--- src/verilog/led_pwm_params.svh ---
// Purpose: Offsets, reset values and timing counts for the LED port PWM block
// Assumes: Included by the package users; definitions only
// Notes: Register offsets are byte addresses on the register access port
`ifndef LED_PWM_PARAMS_SVH
`define LED_PWM_PARAMS_SVH

// Register offsets
`define REG_PHASE0_LOW 8'h02
`define REG_PHASE0_HIGH 8'h03
`define REG_PHASE1_LOW 8'h0a
`define REG_PHASE1_HIGH 8'h0b
`define REG_MASTER_AUX 8'h0e
`define REG_INT_FIRST 8'h10
`define REG_INT_LAST 8'h17

// Reset values
`define RST_PATTERN 8'hff
`define RST_MASTER_AUX 8'h00
`define RST_INTENSITY 8'hff
`define RST_UNMAPPED 8'h00

// Field positions in the master/aux register
`define MASTER_MSB 7
`define MASTER_LSB 4
`define AUX_MSB 3
`define AUX_LSB 0

// PWM structure
`define INT_STATIC 4'hf
`define LAST_SLOT 4'he
`define LAST_CYCLE 4'hf
`define PORT_COUNT 17

// Oscillator timing
`define CLK_HZ 50000000
`define OSC_HZ 32000
`define OSC_DIV (`CLK_HZ / `OSC_HZ)

`endif

--- src/verilog/led_pwm_pkg.sv ---
// Purpose: Types shared by the LED port PWM block
// Assumes: Nothing beyond the params header
// Notes: Holds types only
package led_pwm_pkg;

   typedef struct packed
   {
      logic [7:0] addr;
      logic [7:0] wdata;
      logic write;
   } reg_req_t;

   typedef struct packed
   {
      logic global_en;
      logic alt_en;
      logic flip_flag;
      logic aux_phase0;
      logic aux_phase1;
   } cfg_t;

   typedef struct packed
   {
      logic [3:0] slot;
      logic [3:0] cycle;
   } pwm_time_t;

endpackage

--- src/verilog/led_port_pwm.sv ---
// Purpose: Open-drain port levels from pattern, master and intensity registers
// Assumes: Register access port is driven by a serial front end on core_clk_in
// Notes: Flip pin is asynchronous and passes a three-flop synchroniser
`timescale 1ns/10ps
`include "led_pwm_params.svh"

module led_port_pwm
   import led_pwm_pkg::*;
(
   // Clock and reset
   input wire logic core_clk_in,
   input wire logic rst_in,
   // Register access
   input wire reg_req_t reg_req_in,
   output logic [7:0] reg_rdata_out,
   // Configuration
   input wire cfg_t cfg_in,
   // Flip pin
   input wire logic flip_pin_in,
   // Open-drain ports
   output logic [15:0] port_drive_out,
   output logic [15:0] port_oe_out,
   output logic aux_drive_out,
   output logic aux_oe_out
);

   logic [7:0] phase0_low;
   logic [7:0] phase0_high;
   logic [7:0] second_phase_pattern_low;
   logic [7:0] second_phase_pattern_high;
   logic [7:0] master_aux_intensity;
   logic [7:0] port_intensity [0:7];
   logic flip_s1;
   logic flip_s2;
   logic flip_s3;
   logic flip_level;
   logic [10:0] osc_div;
   logic osc_tick;
   pwm_time_t pwm_time;
   logic [3:0] master_count;
   logic [3:0] aux_int;
   logic pwm_active;
   logic use_phase1;
   logic [16:0] phase0_bits;
   logic [16:0] phase1_bits;
   logic [16:0] sel_pattern;
   logic [3:0] eff_int [0:16];
   logic [16:0] next_drive_low;

   // Register writes
   always_ff @(posedge core_clk_in or posedge rst_in)
   begin
      if (rst_in)
      begin
         phase0_low <= `RST_PATTERN;
         phase0_high <= `RST_PATTERN;
         second_phase_pattern_low <= `RST_PATTERN;
         second_phase_pattern_high <= `RST_PATTERN;
         master_aux_intensity <= `RST_MASTER_AUX;
         for (int i = 0; i < 8; i++)
         begin
            port_intensity[i] <= `RST_INTENSITY;
         end
      end
      else if (reg_req_in.write)
      begin
         if (reg_req_in.addr == `REG_PHASE0_LOW)
         begin
            phase0_low <= reg_req_in.wdata;
         end
         if (reg_req_in.addr == `REG_PHASE0_HIGH)
         begin
            phase0_high <= reg_req_in.wdata;
         end
         if (reg_req_in.addr == `REG_PHASE1_LOW)
         begin
            second_phase_pattern_low <= reg_req_in.wdata;
         end
         if (reg_req_in.addr == `REG_PHASE1_HIGH)
         begin
            second_phase_pattern_high <= reg_req_in.wdata;
         end
         if (reg_req_in.addr == `REG_MASTER_AUX)
         begin
            master_aux_intensity <= reg_req_in.wdata;
         end
         if (reg_req_in.addr >= `REG_INT_FIRST && reg_req_in.addr <= `REG_INT_LAST)
         begin
            port_intensity[reg_req_in.addr[2:0]] <= reg_req_in.wdata;
         end
      end
   end

   // Register read-back
   always_ff @(posedge core_clk_in or posedge rst_in)
   begin
      if (rst_in)
      begin
         reg_rdata_out <= `RST_UNMAPPED;
      end
      else if (reg_req_in.addr >= `REG_INT_FIRST && reg_req_in.addr <= `REG_INT_LAST)
      begin
         reg_rdata_out <= port_intensity[reg_req_in.addr[2:0]];
      end
      else
      begin
         unique case (reg_req_in.addr)
            `REG_PHASE0_LOW: reg_rdata_out <= phase0_low;
            `REG_PHASE0_HIGH: reg_rdata_out <= phase0_high;
            `REG_PHASE1_LOW: reg_rdata_out <= second_phase_pattern_low;
            `REG_PHASE1_HIGH: reg_rdata_out <= second_phase_pattern_high;
            `REG_MASTER_AUX: reg_rdata_out <= master_aux_intensity;
            default: reg_rdata_out <= `RST_UNMAPPED;
         endcase
      end
   end

   // Flip pin synchroniser; a change counts once stages two and three agree
   always_ff @(posedge core_clk_in or posedge rst_in)
   begin
      if (rst_in)
      begin
         flip_s1 <= 1'b0;
         flip_s2 <= 1'b0;
         flip_s3 <= 1'b0;
         flip_level <= 1'b0;
      end
      else
      begin
         flip_s1 <= flip_pin_in;
         flip_s2 <= flip_s1;
         flip_s3 <= flip_s2;
         if (flip_s2 == flip_s3)
         begin
            flip_level <= flip_s3;
         end
      end
   end

   // Settings decode
   assign master_count = master_aux_intensity[`MASTER_MSB:`MASTER_LSB];
   assign aux_int = master_aux_intensity[`AUX_MSB:`AUX_LSB];
   assign pwm_active = master_count != 4'h0;
   assign use_phase1 = cfg_in.alt_en && (cfg_in.flip_flag ^ flip_level);
   assign phase0_bits = {cfg_in.aux_phase0, phase0_high, phase0_low};
   assign phase1_bits = {cfg_in.aux_phase1, second_phase_pattern_high, second_phase_pattern_low};
   assign sel_pattern = use_phase1 ? phase1_bits : phase0_bits;

   // Oscillator divider, held still while PWM is off
   always_ff @(posedge core_clk_in or posedge rst_in)
   begin
      if (rst_in)
      begin
         osc_div <= 11'h000;
         osc_tick <= 1'b0;
      end
      else if (!pwm_active)
      begin
         osc_div <= 11'h000;
         osc_tick <= 1'b0;
      end
      else if (osc_div == 11'(`OSC_DIV - 1))
      begin
         osc_div <= 11'h000;
         osc_tick <= 1'b1;
      end
      else
      begin
         osc_div <= osc_div + 11'h001;
         osc_tick <= 1'b0;
      end
   end

   // Slot and cycle counters of the 240-step period
   always_ff @(posedge core_clk_in or posedge rst_in)
   begin
      if (rst_in)
      begin
         pwm_time <= '0;
      end
      else if (!pwm_active)
      begin
         pwm_time <= '0;
      end
      else if (osc_tick)
      begin
         if (pwm_time.cycle == `LAST_CYCLE)
         begin
            pwm_time.cycle <= 4'h0;
            pwm_time.slot <= (pwm_time.slot == `LAST_SLOT) ? 4'h0 : pwm_time.slot + 4'h1;
         end
         else
         begin
            pwm_time.cycle <= pwm_time.cycle + 4'h1;
         end
      end
   end

   // Per-port cells
   genvar p;
   generate
      for (p = 0; p < `PORT_COUNT; p++)
      begin : g_port
         if (p < 16)
         begin : g_io
            // Global value replaces every individual nibble
            assign eff_int[p] = cfg_in.global_en ? aux_int :
               port_intensity[p / 2][(p % 2) * 4 +: 4];
         end
         else
         begin : g_aux
            assign eff_int[p] = aux_int;
         end
         port_pwm_cell u_cell
         (
            .intensity_in(eff_int[p]),
            .master_in(master_count),
            .pattern_in(sel_pattern[p]),
            .pwm_active_in(pwm_active),
            .time_in(pwm_time),
            .drive_low_out(next_drive_low[p])
         );
      end
   endgenerate

   // Registered open-drain outputs
   always_ff @(posedge core_clk_in or posedge rst_in)
   begin
      if (rst_in)
      begin
         port_drive_out <= 16'h0000;
         port_oe_out <= 16'h0000;
         aux_drive_out <= 1'b0;
         aux_oe_out <= 1'b0;
      end
      else
      begin
         port_drive_out <= 16'h0000;
         port_oe_out <= next_drive_low[15:0];
         aux_drive_out <= 1'b0;
         aux_oe_out <= next_drive_low[16];
      end
   end

   // Checks
   osc_stop_a: assert property (@(posedge core_clk_in)
      disable iff (rst_in) !pwm_active |=> (osc_div == 11'h000) && !osc_tick)
      else $error("oscillator runs while PWM is off");

   tick_gap_a: assert property (@(posedge core_clk_in)
      disable iff (rst_in) osc_tick |=> !osc_tick [*8])
      else $error("oscillator ticks too often");

   slot_wrap_a: assert property (@(posedge core_clk_in)
      disable iff (rst_in) pwm_active && osc_tick && pwm_time.slot == 4'he
      && pwm_time.cycle == 4'hf |=> pwm_time == '0)
      else $error("period does not wrap after slot 14");

   cycle_wrap_a: assert property (@(posedge core_clk_in)
      disable iff (rst_in) pwm_active && osc_tick && pwm_time.cycle == 4'hf
      && pwm_time.slot != 4'he |=> pwm_time.cycle == 4'h0
      && pwm_time.slot == $past(pwm_time.slot) + 4'h1)
      else $error("slot does not advance after cycle 15");

   all_static_a: assert property (@(posedge core_clk_in)
      disable iff (rst_in) !pwm_active |=> port_oe_out == ~$past(sel_pattern[15:0]))
      else $error("output not static with PWM off");

   full_static_a: assert property (@(posedge core_clk_in)
      disable iff (rst_in) pwm_active && eff_int[0] == 4'hf
      |=> port_oe_out[0] == !$past(sel_pattern[0]))
      else $error("full intensity port not static");

   slot_gate_a: assert property (@(posedge core_clk_in)
      disable iff (rst_in) pwm_active && eff_int[1] != 4'hf && pwm_time.slot >= master_count
      |=> port_oe_out[1] == $past(sel_pattern[1]))
      else $error("port active outside enabled slot");

   on_time_a: assert property (@(posedge core_clk_in)
      disable iff (rst_in) pwm_active && eff_int[2] != 4'hf && pwm_time.slot < master_count
      && pwm_time.cycle <= eff_int[2] |=> port_oe_out[2] == !$past(sel_pattern[2]))
      else $error("on-time level wrong");

   phase_sel_a: assert property (@(posedge core_clk_in)
      disable iff (rst_in) !pwm_active && cfg_in.alt_en && (cfg_in.flip_flag ^ flip_level)
      |=> port_oe_out[7:0] == ~$past(second_phase_pattern_low))
      else $error("second phase not selected");

   global_int_a: assert property (@(posedge core_clk_in)
      disable iff (rst_in) cfg_in.global_en && pwm_active && aux_int != 4'hf
      && pwm_time.slot < master_count && pwm_time.cycle > aux_int
      |=> port_oe_out[5] == $past(sel_pattern[5]))
      else $error("global intensity not applied");

   phase1_write_a: assert property (@(posedge core_clk_in)
      disable iff (rst_in) reg_req_in.write && reg_req_in.addr == 8'h0b
      |=> second_phase_pattern_high == $past(reg_req_in.wdata))
      else $error("second phase high register not written");

endmodule

--- src/verilog/port_pwm_cell.sv ---
// Purpose: Output level of one port from its intensity, pattern bit and PWM time
// Assumes: Time and settings are stable in the core clock domain
// Notes: Purely combinational; the caller registers the result
`timescale 1ns/10ps
`include "led_pwm_params.svh"

module port_pwm_cell
   import led_pwm_pkg::*;
(
   // Settings
   input wire logic [3:0] intensity_in,
   input wire logic [3:0] master_in,
   input wire logic pattern_in,
   input wire logic pwm_active_in,
   // PWM time
   input wire pwm_time_t time_in,
   // Result
   output logic drive_low_out
);

   logic static_mode;
   logic slot_on;
   logic on_time;
   logic level;

   always_comb
   begin
      static_mode = !pwm_active_in || (intensity_in == `INT_STATIC);
      slot_on = time_in.slot < master_in;
      on_time = slot_on && (time_in.cycle <= intensity_in);
      if (static_mode)
      begin
         level = pattern_in;
      end
      else if (on_time)
      begin
         level = pattern_in;
      end
      else
      begin
         level = !pattern_in;
      end
      drive_low_out = !level;
   end

endmodule

--- config.mk ---
export PLATFORM = sky130hd
export DESIGN_NAME = led_port_pwm
export DESIGN_NICKNAME = d
export VERILOG_FILES = /design/src/verilog/led_pwm_pkg.sv /design/src/verilog/led_port_pwm.sv /design/src/verilog/port_pwm_cell.sv
export VERILOG_INCLUDE_DIRS = /design/src /design/src/verilog
export SDC_FILE = /design/constraint.sdc
export NUM_CORES = 1
export LEC_CHECK = 0
export ABC_CLOCK_PERIOD_IN_PS = 5900
export BUFFER_PORTS_ARGS = -buffer_cell sky130_fd_sc_hd__buf_4
export CAP_MARGIN = 20
export CORE_MARGIN = 2
export CORE_UTILIZATION = 60
export DETAILED_ROUTE_END_ITERATION = 8
export PLACE_DENSITY_LB_ADDON = 0.15
export SYNTH_ARGS = -nofsm -noshare
export SYNTH_HDL_FRONTEND = slang
export SYNTH_SLANG_ARGS = --single-unit
export TNS_END_PERCENT = 100
--- constraint.sdc ---
create_clock -name core_clk_in -period 5.9 [get_ports core_clk_in]
set_clock_uncertainty 0.15 [all_clocks]
set_input_delay 0.59 -clock core_clk_in [delete_from_list [all_inputs] [get_ports core_clk_in]]
set_output_delay 0.59 -clock core_clk_in [all_outputs]
set_load 0.1 [all_outputs]
Yosys cells after proc, flatten, opt, wreduce, memory -nomap -nowiden
Index checks and enable logic that the tools add are counted.
W data, S select, Z words.
- output and inout port bits: 42
- bits in registers: 153
- logic and storage cells: 227
- input bits: 25
- magnitude comparators: 22
- bitwise gates (word level): 2
- muxes and demuxes: 68
- equality and inequality tests: 28
- reductions and logical operators: 80
- add/sub/neg operators: 3
- operators by type and width (operator ; number):
    $eq A4 B4 Y1 const B ; 19
    $mux W4 ; 19
    $le A4 B4 Y1 ; 17
    $bwmux W64 ; 1
    $mux W8 ; 6
    $pmux W8 S5 ; 1
    $mux W1 ; 36
    $logic_not A1 Y1 ; 35
    $bmux W8 S3 ; 1
    $demux W8 S3 ; 1
    $eq A8 B4 Y1 const B ; 3
    $mux W11 ; 2
    $logic_and A1 B1 Y1 ; 20
    $logic_or A1 B1 Y1 ; 17
    $mux W17 ; 1
    $eq A8 B2 Y1 const B ; 2
    $reduce_and A2 Y1 ; 7
    $add A11 B1 Y11 const B ; 1
    $eq A11 B11 Y1 const B ; 1
    $add A4 B1 Y4 const B ; 2
    $ge A8 B5 Y1 const B ; 1
    $le A8 B5 Y1 const B ; 1
    $ge A4 B4 Y1 const B ; 1
    $lt A4 B1 Y1 const B ; 1
    6 further kinds ; 7

Logic depth before layout (Yosys ltp)
- depth after elaboration: 7
- depth in mapped cells: 12
- mapped depth without buffers: 10

Hierarchy
Synthesis repeated with hierarchy kept, for this count alone.
- cells, all modules: 1099
- area, all modules: 11014.3 um^2
- by module, submodules not included (module ; instances ; sequential area each (um^2) ; cells each ; area an instance (um^2)):
    led_port_pwm ; 1 ; 3948.8 ; 640 ; 7653.6
    port_pwm_cell ; 17 ; 0.0 ; 27 ; 197.7

Worst setup path before layout
Ideal clock, no wire load.
- path type: input to register
- from: input port cfg_in[4] (netlist bit)
- to: register port_oe_out[8]
- stages on the path: 10
- slack: 3.502 ns
- library setup time: 0.128 ns
- path buffers: 2
- data required time: 5.622 ns
- arrival: 2.120 ns
- cells stage by stage: inv_1 > buf_2 > clkbuf_1 > a21oi_1 > ha_1 > a21oi_1 > o21ai_0 > a21oi_1 > nor3_1 > xor2_1
- longest elaborated chain between the ends: 6
- elaborated cells between the ends (all ways): 8
- those cells by class: 1 x order compare; 1 x eq/ne; 3 x mux; 3 x reduce/logical
- RTL lines (item ; RTL line ; RTL):
    start, declared ; led_port_pwm.sv:17 ; input wire cfg_t cfg_in,
    $mux W4 (*) ; led_port_pwm.sv:207 ; assign eff_int[p] = cfg_in.global_en ? aux_int :
    $le A4 B4 Y1 ; port_pwm_cell.sv:30 ; on_time = slot_on && (time_in.cycle <= intensity_in);
    $logic_and A1 B1 Y1 ; port_pwm_cell.sv:30 ;
    $mux W1 ; port_pwm_cell.sv:35 ; else if (on_time)
    $mux W1 (*) ; port_pwm_cell.sv:31 ; if (static_mode)
    $logic_not A1 Y1 (*) ; port_pwm_cell.sv:43 ; drive_low_out = !level;
    named net g_port[8].u_cell.drive_low_out ; port_pwm_cell.sv:18 ; output logic drive_low_out
    end signal, assigned ; led_port_pwm.sv:239 ; port_oe_out <= next_drive_low[15:0];
    end, declared ; led_port_pwm.sv:22 ; output logic [15:0] port_oe_out,
Mark *: on every way through the listed nets, which the timed path passes. The rest lies on a longest branch.
A chain may end at the register's enable or synchronous reset.

Worst setup path in the final report
- from: input port cfg_in[4] (netlist bit)
- to: register port_oe_out[4]
- longest elaborated chain between the ends: 6
- elaborated cells between the ends (all ways): 8
- those cells by class: 1 x order compare; 1 x eq/ne; 3 x mux; 3 x reduce/logical
- RTL lines (item ; RTL line):
    $mux W4 (*) ; led_port_pwm.sv:207
    $le A4 B4 Y1 ; port_pwm_cell.sv:30
    $logic_and A1 B1 Y1 ; port_pwm_cell.sv:30
    $mux W1 ; port_pwm_cell.sv:35
    $mux W1 (*) ; port_pwm_cell.sv:31
    $logic_not A1 Y1 (*) ; port_pwm_cell.sv:43
    named net g_port[4].u_cell.drive_low_out ; port_pwm_cell.sv:18
Marks and branches as above.

==> impl_metrics.env <==
export IMPL_design_core_area_um2=15260
export IMPL_pwr_share_clk_pct=38.4
export IMPL_rsz0062_at_grt="no"
export IMPL_share_seq_of_total_power_pct=40.0
export IMPL_hold_violations=0
export IMPL_io_pins=67
export IMPL_area_growth_pct=11.30
export IMPL_yosys_area_share_simple_pct=10.51
export IMPL_setup_viol=0
export IMPL_finalWirelength_um=25630
export IMPL_p_switching_uw=977.4
export IMPL_maxCapViolCount=0
export IMPL_cp_end_kind="flop"
export IMPL_synth_xor_area_share_pct=2.696
export IMPL_drc=0
export IMPL_vdd_drop_max_uv=293.5
export IMPL_synth_cell_types=53
export IMPL_muxShareOfSynthArea_pct=18.55
export IMPL_grt_total_usage_pct=32.17
export IMPL_synth_edf_count=0
export IMPL_power_share_switching_pct=32.79
export IMPL_die_w_um=129.3
export IMPL_start_util_pct=61.74
export IMPL_grt_pass1_wl_um=40740
export IMPL_antenna_found_initial=0
export IMPL_path_class="in2reg"
export IMPL_power_density_nw_per_um2=284.3
export IMPL_synth_compound_area_share_pct=11.34
export IMPL_dieHeight_um=129.3
export IMPL_io_buffers=49
export IMPL_clockRootBuffer="clkbuf_16"
export IMPL_cts_max_level=4
export IMPL_drtIter0Drc=833
export IMPL_dp_hpwl_um=17730
export IMPL_cts_tree="done"
export IMPL_grt_pass1_vias=7645
export IMPL_rows=45
export IMPL_required_ps=6110
export IMPL_p_leak_nw=4.645
export IMPL_outcome="finished, final reports clean"
export IMPL_async_reset_ff_share_pct=100.0
export IMPL_crit_path_start="cfg_in[4]"
export IMPL_ctsResizeCount=0
export IMPL_cts_sinks=153
export IMPL_syn_cell_area_um2=9420
export IMPL_vias_per_cell=6.538
export IMPL_grt_max_degree=107
export IMPL_min_from="flip_pin_in"
export IMPL_worstSkewPairLatency_ps=440
export IMPL_die_area_um2=16720
export IMPL_vias=7336
export IMPL_worstHoldPathType="in2reg"
export IMPL_max_freq_mhz=285.0
export IMPL_fin_util_pct=68.72
export IMPL_wire_per_inst_um=22.84
export IMPL_arrival_ps=3720
export IMPL_synth_fa_ha_area_share_pct=10.20
export IMPL_place_inst=1090
export IMPL_crit_fanout=44
export IMPL_clk_path_buf_depth=2
export IMPL_gp_congestion=0.9161
export IMPL_startpoint_type="input pin"
export IMPL_worstMarginPinSlew_ps=1090
export IMPL_fin_cells=1122
export IMPL_avgSynthCellArea_um2=10.92
export IMPL_postCtsHoldBufs=0
export IMPL_p_int_mw=2.004
export IMPL_p_comb_share_pct=21.6
export IMPL_dr_pass1_iters=5
export IMPL_min_period_ps=3508
export IMPL_relSlewSlack_pct=27.16
export IMPL_postCtsSetupRepairBufs=0
export IMPL_fin_setup_tns_ps=0
export IMPL_r2r_start="master_aux_intensity[3]"
export IMPL_grt_remaining_overflow=0
export IMPL_antenna_cells=0
export IMPL_cts_made_buffers=17
export IMPL_yosys_register_bits=153
export IMPL_synth_top_family_by_area="multiplexers"
export IMPL_yosysSeqAreaShare_pct=41.92
export IMPL_cts_clk_slew_worst_paths_ps=60
export IMPL_fin_hold_ws_ps=104.8
export IMPL_period_share_pct=59.46
export IMPL_slew_violations=0
export IMPL_drive_gt1_share_pct=34.58
export IMPL_ys_warn_count=0
export IMPL_ant_nets=0
export IMPL_nets=999
export IMPL_synthFlopType="dfstp_2"
export IMPL_synthCells=863
[critical path, stage by stage]
cell and delay, ps:
buf_4 80, clkinv_1 490, buf_4 500, nor2_1 340
buf_4 290, a21oi_1 90, ha_1 360, nand2_1 70
o21ai_0 190, a21oi_1 100, nor3_1 390, xor2_1 200
[cell usage after synthesis (5+ instances only)]
library cell / number / share of area, %
nand3_2: 6 / 0.64
nor4_1: 10 / 0.66
a22oi_1: 7 / 0.56
nor4b_1: 7 / 0.65
nor3_1: 19 / 1.0
o21ai_0: 30 / 1.6
a21oi_1: 121 / 6.4
dfstp_2: 96 / 27
ha_1: 76 / 10
buf_2: 21 / 1.1
xor2_1: 24 / 2.2
nand2b_1: 5 / 0.33
nand2_1: 36 / 1.4
inv_1: 38 / 1.5
nor2_1: 35 / 1.4
mux4_2: 10 / 2.4
mux2i_1: 34 / 3.6
a221oi_1: 10 / 0.93
dfrtp_1: 57 / 15
clkbuf_1: 16 / 0.64
xnor2_1: 5 / 0.46
nand4_1: 21 / 1.4
mux2_2: 105 / 13
o22ai_1: 5 / 0.33
a21o_1: 7 / 0.56
buf_4: 17 / 1.4
[area by class of cell]
cell class	count	area, um^2
inverters	39	151.4
well taps	211	264.0
fillers	1168	4773
flip-flops and latches	153	3949
repair buffers	56	420.4
clock inverters	9	138.9
clock buffers	23	467.9
multi-input cells	631	5094
[layer usage]
| layer | global-route usage, % | up-vias | share of wire (%) |
|---|---|---|---|
| met2 | 53.81 | 362 | 49 |
| met5 | 0 | - | 0 |
| met3 | 8.134 | 123 | 6.7 |
| li1 | - | 3209 | - |
| met1 | 38.01 | 3642 | 39 |
| met4 | 17.97 | 0 | 5.6 |
[placed cells by master (no fill, tap or decap), types with 34 or more instances in the layout]
cell type  instances
nand2_1           36
inv_1             36
a21oi_1          121
ha_1              76
buf_4             56
mux2_2           105
mux2i_1           34
dfstp_2           96
dfrtp_1           57
nor2_1            35
[flip-flops by register name, summed over array words and instances, names as in the netlist]
register	count
master_aux_intensity	8
flip_s2	1
aux_oe_out	1
phase0_high	8
second_phase_pattern_low	8
pwm_time	8
osc_div	11
port_intensity	64
flip_s1	1
flip_level	1
osc_tick	1
port_oe_out	16
reg_rdata_out	8
second_phase_pattern_high	8
phase0_low	8
flip_s3	1
[power by group through the flow]
stage | clock [mW] | combinational, mW | sequential [mW]
3_3_place_gp | 0 | 0.622 | 1.20
2_1_floorplan | 0 | 0.305 | 1.38
4_1_cts | 1.15 | 0.641 | 1.19
3_5_place_dp | 0 | 0.638 | 1.21
6_report | 1.14 | 0.645 | 1.19
5_1_grt | 1.19 | 0.680 | 1.20
[per-stage QoR]
stage,setup slack [ps],total power [mW],area (um^2)
6_report,2392,2.981,10490
5_1_grt,2202,3.071,10490
4_1_cts,2538,2.983,10490
3_5_place_dp,2076,1.845,9878
3_3_place_gp,2248,1.826,9878
2_1_floorplan,1197,1.685,9480
[cells by family (layout without fill, tap and decap cells)]
logic type,count (synthesis),after routing
simple gates,169,169
other cells,1,17
flops,153,153
xor+xnor,29,29
compound gates,190,190
mux,149,149
fa+ha+maj,77,77
buf+inv,95,127
[path summary, 6_finish.rpt]
kind                                            to  slack, ps  depth (start not counted)
hold / removal                             flip_s1        100                          1
max in group asynchronous              pwm_time[7]       4150                          3
setup / recovery                    port_oe_out[4]       2390                         12
min in group asynchronous  master_aux_intensity[5]        180                          2
setup reg to reg                    port_oe_out[4]       3140                         10
hold reg to reg                            flip_s2        220                          0
Note: power is estimated with default switching activity, not from simulation.
